<file path="src/hw/prcg_pkg.sv">
// package: register map, field masks and reset values of the peripheral reset and clock gate block
// How it works
// - upper reset bits set hold their peripheral in reset; zero writes leave peripheral running
// - lower reset bits set hold their peripheral in reset; clear means no effect
// - both reset registers come out of system reset as all zeros
// - fast bus clock gate resets with only memory and flash enables set
// - each fast bus clock enable bit gates its peripheral clock, 1 runs; the memory and flash bits gate only during sleep
// - memory enable bit keeps memory clock running during sleep when set
// - flash enable bit keeps flash interface clock running during sleep when set
// - reads of a gated peripheral's registers return zero; this block only exports the enables, each peripheral zeroes its own read data
// - word, half-word and byte accesses complete with one wait state, ack registered in the cycle after the request
// - every defined bit can be set and cleared by software
// - upper reset register sits at offset 0x0c
package prcg_pkg;

    // ==========================================================
    // register map
    localparam logic [7:0]  PRCG_OFS_RST_UPPER = 8'h0c;
    localparam logic [7:0]  PRCG_OFS_RST_LOWER = 8'h10;
    localparam logic [7:0]  PRCG_OFS_CLK_GATE  = 8'h14;
    localparam int          PRCG_ADDR_W        = 8;

    // ==========================================================
    // writable bit masks, reserved bits read zero
    localparam logic [31:0] PRCG_MASK_RST_UPPER = 32'h0047_5a01;
    localparam logic [31:0] PRCG_MASK_RST_LOWER = 32'h7062_4913;
    localparam logic [31:0] PRCG_MASK_CLK_GATE  = 32'h015e_0055;

    // ==========================================================
    // reset values
    localparam logic [31:0] PRCG_RST_RST_UPPER = 32'h0000_0000;
    localparam logic [31:0] PRCG_RST_RST_LOWER = 32'h0000_0000;
    localparam logic [31:0] PRCG_RST_CLK_GATE  = 32'h0000_0014;

    // ==========================================================
    // field positions of the fast bus clock gate
    localparam int PRCG_BIT_DMA   = 0;
    localparam int PRCG_BIT_SRAM  = 2;
    localparam int PRCG_BIT_FLASH = 4;
    localparam int PRCG_BIT_CRC   = 6;
    localparam int PRCG_BIT_PORT_A = 17;
    localparam int PRCG_BIT_PORT_B = 18;
    localparam int PRCG_BIT_PORT_C = 19;
    localparam int PRCG_BIT_PORT_D = 20;
    localparam int PRCG_BIT_PORT_F = 22;
    localparam int PRCG_BIT_TOUCH  = 24;

    // ==========================================================
    // field positions of the upper reset register
    localparam int PRCG_BIT_SYS_CONFIG    = 0;
    localparam int PRCG_BIT_CONVERTER     = 9;
    localparam int PRCG_BIT_ADV_TIMER     = 11;
    localparam int PRCG_BIT_SERIAL_ONE    = 12;
    localparam int PRCG_BIT_USART_ONE     = 14;
    localparam int PRCG_BIT_TIMER_FIFTEEN = 16;
    localparam int PRCG_BIT_TIMER_SIXTEEN = 17;
    localparam int PRCG_BIT_TIMER_SEVENTN = 18;
    localparam int PRCG_BIT_DEBUG_UNIT    = 22;

    // ==========================================================
    // field positions of the lower reset register
    localparam int PRCG_BIT_TIMER_TWO      = 0;
    localparam int PRCG_BIT_TIMER_THREE    = 1;
    localparam int PRCG_BIT_TIMER_SIX      = 4;
    localparam int PRCG_BIT_TIMER_FOURTEEN = 8;
    localparam int PRCG_BIT_WATCHDOG       = 11;
    localparam int PRCG_BIT_SERIAL_TWO     = 14;
    localparam int PRCG_BIT_USART_TWO      = 17;
    localparam int PRCG_BIT_TWO_WIRE_ONE   = 21;
    localparam int PRCG_BIT_TWO_WIRE_TWO   = 22;
    localparam int PRCG_BIT_POWER_IF       = 28;
    localparam int PRCG_BIT_DAC_CONV       = 29;
    localparam int PRCG_BIT_CONSUMER_CTRL  = 30;

    // ==========================================================
    // upper reset fields
    typedef struct packed {
        logic system_config_reset;
        logic converter_reset;
        logic advanced_timer_reset;
        logic serial_port_one_reset;
        logic usart_one_reset;
        logic timer_fifteen_reset;
        logic timer_sixteen_reset;
        logic timer_seventeen_reset;
        logic debug_unit_reset;
    } prcg_upper_s;

    // lower reset fields
    typedef struct packed {
        logic timer_two_reset;
        logic timer_three_reset;
        logic timer_six_reset;
        logic timer_fourteen_reset;
        logic window_watchdog_reset;
        logic serial_port_two_reset;
        logic usart_two_reset;
        logic two_wire_one_reset;
        logic two_wire_two_reset;
        logic power_interface_reset;
        logic dac_reset;
        logic consumer_control_reset;
    } prcg_lower_s;

    // fast bus clock gate fields
    typedef struct packed {
        logic dma_clock_enable;
        logic sram_sleep_clock_enable;
        logic flash_interface_clock_enable;
        logic crc_clock_enable;
        logic port_a_clock_enable;
        logic port_b_clock_enable;
        logic port_c_clock_enable;
        logic port_d_clock_enable;
        logic port_f_clock_enable;
        logic touch_controller_clock_enable;
    } prcg_gate_s;

endpackage : prcg_pkg

</file>
<file path="src/hw/prcg_top.sv">
// module: wishbone register block driving peripheral reset lines and fast bus clock gates
//
// The Wishbone slave port is this design's own decision.
`timescale 1ns/1ps
module prcg_top
    import prcg_pkg::*;
(
    input  wire logic                   SYS_CLK,
    input  wire logic                   RST,
    input  wire logic                   WB_CYC_I,
    input  wire logic                   WB_STB_I,
    input  wire logic                   WB_WE_I,
    input  wire logic [PRCG_ADDR_W-1:0] WB_ADR_I,
    input  wire logic [3:0]             WB_SEL_I,
    input  wire logic [31:0]            WB_DAT_I,
    output logic      [31:0]            WB_DAT_O,
    output logic                        WB_ACK_O,
    output logic                        WB_ERR_O,
    input  wire logic                   CPU_SLEEP,
    output prcg_upper_s                 UPPER_RESET,
    output prcg_lower_s                 LOWER_RESET,
    output prcg_gate_s                  CLOCK_ENABLE
);

    // ==========================================================
    // bus decode
    logic        req;
    logic        hit_upper;
    logic        hit_lower;
    logic        hit_gate;
    logic        hit_any;
    logic        wr_take;
    logic [31:0] be_mask;
    logic [31:0] rd_next;

    logic [31:0] upper_reg;
    logic [31:0] lower_reg;
    logic [31:0] gate_reg;
    logic        ack_reg;
    logic        err_reg;
    logic [31:0] dat_reg;

    // new request only while no answer is standing, giving one answer per request
    assign req       = WB_CYC_I && WB_STB_I && !ack_reg && !err_reg;
    assign hit_upper = (WB_ADR_I == PRCG_OFS_RST_UPPER);
    assign hit_lower = (WB_ADR_I == PRCG_OFS_RST_LOWER);
    assign hit_gate  = (WB_ADR_I == PRCG_OFS_CLK_GATE);
    assign hit_any   = hit_upper || hit_lower || hit_gate;
    assign wr_take   = req && WB_WE_I && hit_any;
    assign be_mask   = {{8{WB_SEL_I[3]}}, {8{WB_SEL_I[2]}}, {8{WB_SEL_I[1]}}, {8{WB_SEL_I[0]}}};

    function automatic logic [31:0] merge(input logic [31:0] old, input logic [31:0] msk);
        merge = ((old & ~(be_mask)) | (WB_DAT_I & be_mask)) & msk;
    endfunction

    // ==========================================================
    // registers
    // upper reset bits stored
    always_ff @(posedge SYS_CLK) begin
        if (RST) begin
            upper_reg <= PRCG_RST_RST_UPPER;
        end else if (wr_take && hit_upper) begin
            upper_reg <= merge(upper_reg, PRCG_MASK_RST_UPPER);
        end
    end

    always_ff @(posedge SYS_CLK) begin
        if (RST) begin
            lower_reg <= PRCG_RST_RST_LOWER;
        end else if (wr_take && hit_lower) begin
            lower_reg <= merge(lower_reg, PRCG_MASK_RST_LOWER);
        end
    end

    always_ff @(posedge SYS_CLK) begin
        if (RST) begin
            gate_reg <= PRCG_RST_CLK_GATE;
        end else if (wr_take && hit_gate) begin
            gate_reg <= merge(gate_reg, PRCG_MASK_CLK_GATE);
        end
    end

    // ==========================================================
    // bus answer
    always_comb begin
        rd_next = 32'h0000_0000;
        if (hit_upper) begin
            rd_next = upper_reg;
        end else if (hit_lower) begin
            rd_next = lower_reg;
        end else if (hit_gate) begin
            rd_next = gate_reg;
        end
    end

    always_ff @(posedge SYS_CLK) begin
        if (RST) begin
            ack_reg <= 1'b0;
            err_reg <= 1'b0;
            dat_reg <= 32'h0000_0000;
        end else begin
            ack_reg <= req && hit_any;
            err_reg <= req && !hit_any;
            dat_reg <= (req && !WB_WE_I) ? rd_next : 32'h0000_0000;
        end
    end

    assign WB_ACK_O = ack_reg;
    assign WB_ERR_O = err_reg;
    assign WB_DAT_O = dat_reg;

    // ==========================================================
    // reset lines, registered so outputs come from flip-flops
    // held while bit set
    always_ff @(posedge SYS_CLK) begin
        if (RST) begin
            UPPER_RESET <= '0;
            LOWER_RESET <= '0;
        end else begin
            UPPER_RESET <= '{upper_reg[PRCG_BIT_SYS_CONFIG], upper_reg[PRCG_BIT_CONVERTER],
                             upper_reg[PRCG_BIT_ADV_TIMER], upper_reg[PRCG_BIT_SERIAL_ONE],
                             upper_reg[PRCG_BIT_USART_ONE], upper_reg[PRCG_BIT_TIMER_FIFTEEN],
                             upper_reg[PRCG_BIT_TIMER_SIXTEEN], upper_reg[PRCG_BIT_TIMER_SEVENTN],
                             upper_reg[PRCG_BIT_DEBUG_UNIT]};
            LOWER_RESET <= '{lower_reg[PRCG_BIT_TIMER_TWO], lower_reg[PRCG_BIT_TIMER_THREE],
                             lower_reg[PRCG_BIT_TIMER_SIX], lower_reg[PRCG_BIT_TIMER_FOURTEEN],
                             lower_reg[PRCG_BIT_WATCHDOG], lower_reg[PRCG_BIT_SERIAL_TWO],
                             lower_reg[PRCG_BIT_USART_TWO], lower_reg[PRCG_BIT_TWO_WIRE_ONE],
                             lower_reg[PRCG_BIT_TWO_WIRE_TWO], lower_reg[PRCG_BIT_POWER_IF],
                             lower_reg[PRCG_BIT_DAC_CONV], lower_reg[PRCG_BIT_CONSUMER_CTRL]};
        end
    end

    // ==========================================================
    // clock gates; memory and flash always run while awake, their bit only matters in sleep
    always_ff @(posedge SYS_CLK) begin
        if (RST) begin
            CLOCK_ENABLE <= '{PRCG_RST_CLK_GATE[PRCG_BIT_DMA], PRCG_RST_CLK_GATE[PRCG_BIT_SRAM],
                              PRCG_RST_CLK_GATE[PRCG_BIT_FLASH], PRCG_RST_CLK_GATE[PRCG_BIT_CRC],
                              PRCG_RST_CLK_GATE[PRCG_BIT_PORT_A], PRCG_RST_CLK_GATE[PRCG_BIT_PORT_B],
                              PRCG_RST_CLK_GATE[PRCG_BIT_PORT_C], PRCG_RST_CLK_GATE[PRCG_BIT_PORT_D],
                              PRCG_RST_CLK_GATE[PRCG_BIT_PORT_F], PRCG_RST_CLK_GATE[PRCG_BIT_TOUCH]};
        end else begin
            CLOCK_ENABLE.dma_clock_enable              <= gate_reg[PRCG_BIT_DMA];
            CLOCK_ENABLE.crc_clock_enable              <= gate_reg[PRCG_BIT_CRC];
            CLOCK_ENABLE.port_a_clock_enable           <= gate_reg[PRCG_BIT_PORT_A];
            CLOCK_ENABLE.port_b_clock_enable           <= gate_reg[PRCG_BIT_PORT_B];
            CLOCK_ENABLE.port_c_clock_enable           <= gate_reg[PRCG_BIT_PORT_C];
            CLOCK_ENABLE.port_d_clock_enable           <= gate_reg[PRCG_BIT_PORT_D];
            CLOCK_ENABLE.port_f_clock_enable           <= gate_reg[PRCG_BIT_PORT_F];
            CLOCK_ENABLE.touch_controller_clock_enable <= gate_reg[PRCG_BIT_TOUCH];
            CLOCK_ENABLE.sram_sleep_clock_enable       <= !CPU_SLEEP || gate_reg[PRCG_BIT_SRAM];
            CLOCK_ENABLE.flash_interface_clock_enable  <= !CPU_SLEEP || gate_reg[PRCG_BIT_FLASH];
        end
    end

    // gated peripherals read zero: they see CLOCK_ENABLE low and must zero their own read data.
    // this block exports the enables; the read mux sits in each peripheral.

endmodule // prcg_top

</file>
<file path="config.mk">
export PLATFORM = sky130hd
export DESIGN_NAME = prcg_top
export DESIGN_NICKNAME = d
export VERILOG_FILES = /design/src/hw/prcg_pkg.sv /design/src/hw/prcg_top.sv
export SDC_FILE = /design/constraint.sdc
export NUM_CORES = 1
export LEC_CHECK = 0
export ABC_CLOCK_PERIOD_IN_PS = 2800
export BUFFER_PORTS_ARGS = -buffer_cell sky130_fd_sc_hd__buf_2
export CAP_MARGIN = 30
export CORE_ASPECT_RATIO = 0.9
export CORE_UTILIZATION = 44
export DETAILED_ROUTE_END_ITERATION = 7
export GPL_ROUTABILITY_DRIVEN = 0
export PLACE_DENSITY = 0.72
export SYNTH_ARGS = -nofsm -noshare
export SYNTH_HDL_FRONTEND = slang
export SYNTH_SLANG_ARGS = --single-unit
export TNS_END_PERCENT = 1
</file>
<file path="constraint.sdc">
create_clock -name SYS_CLK -period 2.8 [get_ports SYS_CLK]
set_clock_uncertainty 0.05 [all_clocks]
set_input_delay 0.56 -clock SYS_CLK [delete_from_list [all_inputs] [get_ports SYS_CLK]]
set_output_delay 0.56 -clock SYS_CLK [all_outputs]
set_load 0.02 [all_outputs]
</file>
==> results of run 1 <==
==> cell usage in the layout, fill, tap and decap left out, drive strengths merged <==
cell type,instances
a22oi,3
clkinv,1
a21oi,1
dfxtp,85
a211oi,1
nand2b,20
clkinvlp,2
mux2,17
and2,3
nor4,8
a22o,1
nand4bb,2
and3,1
nor2b,31
nand4,2
or4,3
and3b,1
conb,11
buf,100
nand3,3
nand2,4
mux2i,17
o41ai,2
nor3b,7
and4,5
inv,16
clkbuf,10
bufinv,1
or3b,3
nand3b,3
nor4bb,2
nor3,5
nor2,6
a32o,2
or2,1
==> per-stage QoR <==
stage / hold slack (ps) / total power [mW]
2_1_floorplan: 371 / 1.32
3_3_place_gp: 379 / 1.35
3_5_place_dp: 380 / 1.35
4_1_cts: 399 / 2.22
5_1_grt: 440 / 2.28
6_report: 398 / 2.19
==> power by group through the flow <==
stage / Clock [mW] / Combinational (mW) / Sequential [mW]
2_1_floorplan: 0 / 0.0823 / 1.24
3_3_place_gp: 0 / 0.115 / 1.24
3_5_place_dp: 0 / 0.117 / 1.24
4_1_cts: 0.890 / 0.118 / 1.21
5_1_grt: 0.945 / 0.129 / 1.21
6_report: 0.866 / 0.117 / 1.21
==> critical path, cell delays in order <==
cell	delay (ps)
buf_2	120
or3b_1	630
nor4_2	560
mux2_2	380
==> final cells by class <==
type | count | area [um2]
inverters | 14 | 52.6
flip-flops and latches | 85 | 1700
fillers | 634 | 3140
well taps | 93 | 116
multi-input cells | 165 | 1300
repair buffers | 100 | 520
clock inverters | 6 | 67.6
clock buffers | 10 | 138
==> logic make-up (layout without fill, tap and decap cells) <==
| logic type | Yosys count | in the layout |
|---|---|---|
| multiplexers | 34 | 34 |
| other | 1 | 11 |
| buffers and inverters | 40 | 130 |
| AND/OR/NAND/NOR | 110 | 110 |
| flip-flops | 85 | 85 |
| AO/OA/AOI/OAI | 10 | 10 |
==> Yosys cell counts (2+ instances only) <==
master,count
buf_6,3
or3b_2,2
nor3_1,4
buf_4,11
nor2b_1,31
a22oi_1,3
nand3_1,3
mux2i_1,17
nand2b_1,20
nand4_1,2
a32o_1,2
mux2_1,2
nand3b_1,3
mux2_4,5
o41ai_1,2
nor4_4,4
and4_1,5
clkbuf_1,9
nor2_1,6
nand4bb_1,2
and2_1,3
inv_1,14
nand2_1,4
buf_2,3
nor4_1,2
nor4_2,2
dfxtp_1,85
nor4bb_1,2
or4_4,3
nor3b_1,7
mux2_2,10
==> worst paths after layout <==
path / start / cells past startpoint / to
setup reg to reg: WB_ERR_O / 4 / flop
hold reg to reg: flop / 1 / WB_DAT_O[16]
setup / recovery: WB_ADR_I[5] / 4 / flop
hold / removal: flop / 1 / WB_DAT_O[16]
==> routing by layer <==
metal | vias up | global-route usage
met4 | 0 | 0.0571
met3 | 7 | 0.0586
li1 | 1125 | -
met5 | - | 0
met2 | 69 | 0.283
met1 | 1034 | 0.207
==> run summary, run 1 <==
The run finished with clean final reports. In this run the count of I/O pins placed on the die edge is 115. For the highest achievable clock rate, the log shows 484 MHz.

By area, the combinational part of the netlist is dominated by simple AND/OR/NAND/NOR gates. Relative area change from synthesis to final layout: 22.4%. The most used flip-flop cell after synthesis is dfxtp_1.

The type of element capturing the critical path was a flop. Peak supply drop: 0.282 mV. After detailed routing, the number of vias per cell comes to 4.73. The core occupancy in the finished layout was 0.554; the largest driver fanout on the critical path was 9. Total routed wirelength: 6.20 mm. The run gives 3900 um2 as the summed area of non-filler cells in the final layout. The mux cell area share after synthesis was 0.119; the number of buffers on the longest clock path was 2.

Detailed routing placed a total of 2.97 mm of wire on met2. The simple-gate area share of the yosys netlist works out to 0.251. In this run the core area contains 29 standard-cell rows. The cell taking the most area after synthesis was dfxtp_1. The tool flagged a number of max-cap violations equal to 0.

The post-route clock period utilization was 0.737; the power dissipated by switching net loads was 497 uW. The clock share of power is 0.395, and the number of distinct standard cells referenced by the synthesized netlist is 40. The initial antenna violation count was 0; the total routing resource utilization after global routing was 0.170.

Power per cell area: 562 nW/um2. The tools report the first-pass iteration count of the detailed router as 4. In the post-route analysis, the smallest setup slack over all paths is 736 ps. The final route contains 2235 vias. For the cell-internal power, the log shows 1.69 mW. The worst setup path is of the in2reg kind. The kind of path behind the tightest hold check was reg2reg. The floorplan step defined a die boundary enclosing 7580 um2. In this run the horizontal extent of the chip is 91.7 um. The sequential fraction of the synthesis area is 0.535.

Buffers placed on the I/O ports in this run total 92. The synthesized netlist occupies a cell area of 3180 um2. For this design the static power due to leakage is 1.89 nW. Clock latency on the worst-skew pair, taken at its later pin, is 340 ps. The count of hold-fix buffers inserted at cts came out at 0. The first-iteration detailed-routing DRC count was 69; the number of instances resized during post-cts repair was 0. The sequential group share of total power is 0.552, and the slew of the pin with the lowest slew margin is 622 ps. The average wire per cell in the routed design is 13.1 um, and the async set-reset flop share out of synthesis is 0. The post-route minimum period was 2060 ps; the number of flops mapped to enable cells by yosys was 0. The layout cell share with drive strength beyond 1 is 0.379, and the number of antenna repair diodes is 0. The number of CTS-inserted buffers is 9, and the final non-filler cell total is 473.

The worst slack at placement is 332 ps, and the number of clock sinks is 85. For the met3 layer wire length in the routed design, the log shows 412 um. For the number of instances in the placed design, the log shows 457. In the final routing, the length of wire on met1 measures 2.74 mm.

The final count of hold timing violations was 0; the level count of the clock H-tree was 3. In the routed design, unresolved DRC markers number 0. The synthesized-area fraction occupied by ao, oa, aoi and oai cells was 0.0256; the clock transition at the registers of the reported paths was 80 ps.

During synthesis, Yosys emitted a total of 0 warnings. Entering global routing, the biggest net connects 41 pins. The fraction of the mapped netlist area in adder cells came out at 0. The critical path arrival is 2260 ps.

The placed instances occupy a cell area of 3690 um2. The initial cell density of the core was 0.452. TritonCTS built the clock tree. In this run the mean area of a mapped cell was 11.4 um2. The switching portion of total power was 0.227; the total core area was 7040 um2. Required time of the worst setup path: 2990 ps. Setup total negative slack on the finished layout was measured at 0 ps. The tree is rooted in a clkbuf_8. The tools report the critical path startpoint category as an input port.

The post-CTS setup buffer count came out at 0. The tools report the placed wire-length estimate as 4.50 mm. The area share of xor/xnor cells in the synthesized design is 0.

The run gives 2002 as the number of global-route vias before repair. At the end of the flow, the number of nets in the layout was 425. The number of instances in the synthesized netlist was 280; the register-to-register path setup slack was 790 ps. The relative max-transition margin was 0.582.

Routed signal wires occupy layers up through met4. By area the synthesized netlist is led by dfxtp_1 (53%), nor2b_1 (6.1%), mux2i_1 (5.3%). The count of nets left with antenna violations once routing finished came out at 0. Setup violations remaining at the end of the flow were counted as 0.

Part of the power in combinational logic: 0.053. Counting flops and latches in the post-synthesis netlist gives 85. Setup repair after global routing left no endpoint under its margin. In this run the vertical extent of the chip is 82.7 um. The total overflow left after global routing is 0. The total count of max-transition violations in the final report was 0; the global-route wire length before repair was 9.65 mm. The share of the synthesized area in the top cell type came out at 0.535.
No activity file was read; power rests on OpenSTA's default activity.
==> run 2, diff against run 1 <==
--- a/config.mk
+++ b/config.mk
@@ -5,14 +5,14 @@
 export SDC_FILE = /design/constraint.sdc
 export NUM_CORES = 1
 export LEC_CHECK = 0
-export ABC_CLOCK_PERIOD_IN_PS = 2800
+export ABC_CLOCK_PERIOD_IN_PS = 1750
 export BUFFER_PORTS_ARGS = -buffer_cell sky130_fd_sc_hd__buf_2
 export CAP_MARGIN = 30
 export CORE_ASPECT_RATIO = 0.9
 export CORE_UTILIZATION = 44
 export DETAILED_ROUTE_END_ITERATION = 7
 export GPL_ROUTABILITY_DRIVEN = 0
-export PLACE_DENSITY = 0.72
+export PLACE_DENSITY = 0.75
 export SYNTH_ARGS = -nofsm -noshare
 export SYNTH_HDL_FRONTEND = slang
 export SYNTH_SLANG_ARGS = --single-unit
==> constraint.sdc (replaced) <==
create_clock -name SYS_CLK -period 1.75 [get_ports SYS_CLK]
set_clock_uncertainty 0.05 [all_clocks]
set_input_delay 0.35 -clock SYS_CLK [delete_from_list [all_inputs] [get_ports SYS_CLK]]
set_output_delay 0.35 -clock SYS_CLK [all_outputs]
set_load 0.02 [all_outputs]
==> run 2 against run 1 <==
  * Combinational power increased by 91%
  * Hold slack worse by 170 ps
  * Utilization increased by 3.4 points
  * Global-route usage is 1.4 points higher
  * Setup slack lost 700 ps
  * Sequential power increased by 60%
  * Die area stayed put
  * Power rose by 61%
  * Sequential share of layout area fell by 2.5 points
  * Clock power is 57% higher
  * Count of clock-buffer cells in the layout rose by 1
  * Sequential cell count did not move
  * Highest routed layer unchanged
==> run summary, run 2 (synthesis gave the netlist of run 1 again) <==
The run finished with clean final reports. The tools report the final setup slack of the worst path as 33.3 ps (-702 ps). The run gives 2 (unchanged) as the number of buffers on the longest clock path. The worst slack at placement was -320 ps (-652 ps).

The slowest stage of the critical path is the or4_4 cell. The clock latency on the worst-skew pair was 340 ps (about the same); the first-pass iteration count of the detailed router was 4 (unchanged). The die area was 7580 um2 (unchanged); the number of antenna repair diodes was 0 (unchanged). The path length in cells of the critical path was 4 (unchanged); the required time of the worst setup path was 1920 ps (-1070 ps). The initial cell density of the core was 0.452 (unchanged); the level count of the clock H-tree was 3 (unchanged). Among the stages of the critical path, the cell type that occurs most often is or4_4. For the leakage power, the log shows 2.03 nW (+7.3%). Kind of path behind the tightest hold check: in2reg. For the part of the power in combinational logic, the log shows 0.064 (+0.011). The startpoint identified for the worst register-to-register timing path is WB_ERR_O. The tools report the DRC violation count after routing as 0 (unchanged). TritonCTS built the clock tree.

Setup repair after global routing left no endpoint under its margin. For the peak supply drop, the log shows 0.465 mV (+65%). The kind of cell with the highest combined delay along the critical path is simple AND/OR/NAND/NOR gates.

The total routed wirelength came out at 6.60 mm (+6.4%). The count of buffer and inverter cells on the critical path was 1 (unchanged); the worst stage delay on the critical path was 640 ps (about the same). The post-route clock period utilization works out to 0.981. The initial antenna violation count came out at 0 (unchanged). The height of the chip was 82.7 um (unchanged); the largest driver fanout on the critical path was 9 (unchanged).

The count of final setup violators is 0 (unchanged). The run gives 449 (+5.6%) as the number of nets in the finished design. The number of vias per cell after detailed routing is 4.69 (-0.75%). The category of the most critical setup path is in2reg.

The sequential group share of total power was 0.549 (-0.003). The cell-internal power is 2.75 mW (+63%), and the power dissipated by switching net loads is 765 uW (+54%). The clock transition at the registers of the reported paths is 80 ps (about the same).

From synthesis to final layout, the design area changed by 29.9%. The tools report the total power of the final layout as 3.52 mW (+61%). The register-to-register path setup slack is 150 ps (-640 ps), and the die width is 91.7 um (unchanged). Average wire per cell in the routed design: 13.3 um (+1.5%). The critical path startpoint category was an input port. The top-level port count was 115 (unchanged); the placement row count was 29 (unchanged). The critical path arrival was 1890 ps (-370 ps); the clock share of power was 0.387 (-0.008). In the layout the commonest cells are buf_2 (92), dfxtp_1 (85), nor2b_1 (31). The tools report the largest net degree at the start of global routing as 36 (-12%). Leaving out fill and tap cells, the most frequent cell in the layout is buf_2. For the total count of max-transition violations in the final report, the log shows 0 (unchanged).

The run gives 0 (unchanged) as the final count of hold timing violations. The worst setup path is captured at a flop. The logs give 481 (+5.3%) for the number of instances in the placed design and 0 (unchanged) for the sum of overflow across all layers after global routing. The first-iteration detailed-routing DRC count was 115 (+67%).

Tracing the worst setup path back leads to its startpoint at WB_ADR_I[1]. The layout cell share with drive strength beyond 1 was 0.422 (+0.0429). The power per cell area came out at 851 nW/um2 (+51%).

The run gives 85 (unchanged) as the number of clock sinks. The max-capacitance violation count was 0 (unchanged); the switching portion of total power was 0.217 (-0.00942). The logs give 2184 (+9.1%) for the number of global-route vias before repair and 9 (unchanged) for the number of CTS-inserted buffers.

The via count came out at 2326 (+4.1%). The logs give 0.184 (+0.0144) for the total routing resource utilization after global routing and 0 (unchanged) for the post-CTS setup buffer count. The worst reg2reg path depth was 3 (-1); the count of input and output buffers was 92 (unchanged).

Count of filler cells inserted in the layout: 608 (-4.1%). Timing would allow up to 583 MHz. The placed wire-length estimate is 4.81 mm (+6.8%). The routed design could run at a clock period as short as 1720 ps. The logs give 0 (unchanged) for the count of nets left with antenna violations after detail routing and 496 (+4.9%) for the final non-filler cell total. The tools report the total core area as 7040 um2 (unchanged). In this run the clock root is driven by a clkbuf_8. The global-route wire length before repair came out at 10.6 mm (+9.7%).

Traced cell by cell, the critical path runs through buf_2 > or4_4 > or4_4 > mux2_4.
[run 2: cell count changes in the layout (fill, tap and decap cells not counted), moves of 2 or more]
| cell | previous run | this run |
|---|---|---|
| nand4bb_1 | 2 | 0 |
| inv_6 | 2 | 0 |
| buf_4 | 8 | 30 |
| nand4bb_4 | 0 | 2 |
[run 2: power groups by stage]
stage | Combinational (mW) | Sequential (mW) | Clock, mW
after floorplan | 0.136 | 1.98 | 0
after detailed placement | 0.219 | 1.98 | 0
final | 0.224 | 1.93 | 1.36
after global placement | 0.216 | 1.98 | 0
after global routing | 0.244 | 1.93 | 1.48
after CTS | 0.220 | 1.93 | 1.40
[run 2: area by class of cell]
cell class	instances	area (um2)	area share
tap	93	116	0.0281
timing repair buffer	124	717	0.173
clock inverter	4	47.5	0.0115
inverter	14	52.6	0.0127
sequential	85	1700	0.411
clock buffer	11	151	0.0366
multi-input combinational	165	1350	0.326
[run 2: metal layers]
metal,share of wire,GRT usage,wire length [um]
met1,0.46,0.231,3050
met2,0.46,0.311,3040
met3,0.065,0.0375,426
met4,0.012,0.0810,81
met5,0,0,0
[run 2: through the flow]
| stage | hold WS, ps | setup TNS (ps) | cell area [um2] | utilization |
|---|---|---|---|---|
| 6_report | 225 | 0 | 4140 | 0.587 |
| 4_1_cts | 208 | 0 | 4110 | 0.584 |
| 3_5_place_dp | 387 | -8470 | 3910 | 0.555 |
| 3_3_place_gp | 380 | -7650 | 3910 | 0.555 |
| 5_1_grt | 250 | 0 | 4140 | 0.587 |
| 2_1_floorplan | 371 | -1430 | 3250 | - |
[run 2: what timing repair did]
action / CTS / global route
resized for setup: 0 / 3
pin swaps: 3 / 1
hold buffers: 0 / 0
endpoints found under the setup margin: 10 / 5
cloned: 0 / 0
[run 2: how the worst min path moves through the flow]
stage           startpoint            to  slack [ps]  cells past startpoint
4_1_cts        WB_DAT_I[2]          flop         210                      3
5_1_grt        WB_DAT_I[4]          flop         250                      3
6_report       WB_DAT_I[2]          flop         230                      3
2_1_floorplan         flop  WB_DAT_O[12]         370                      1
3_3_place_gp          flop  WB_DAT_O[12]         380                      1
3_5_place_dp          flop   WB_DAT_O[9]         390                      1
[run 2: tightest hold or removal path: stages]
cell	delay, ps
buf_2	80
nor2_1	30
mux2i_1	110
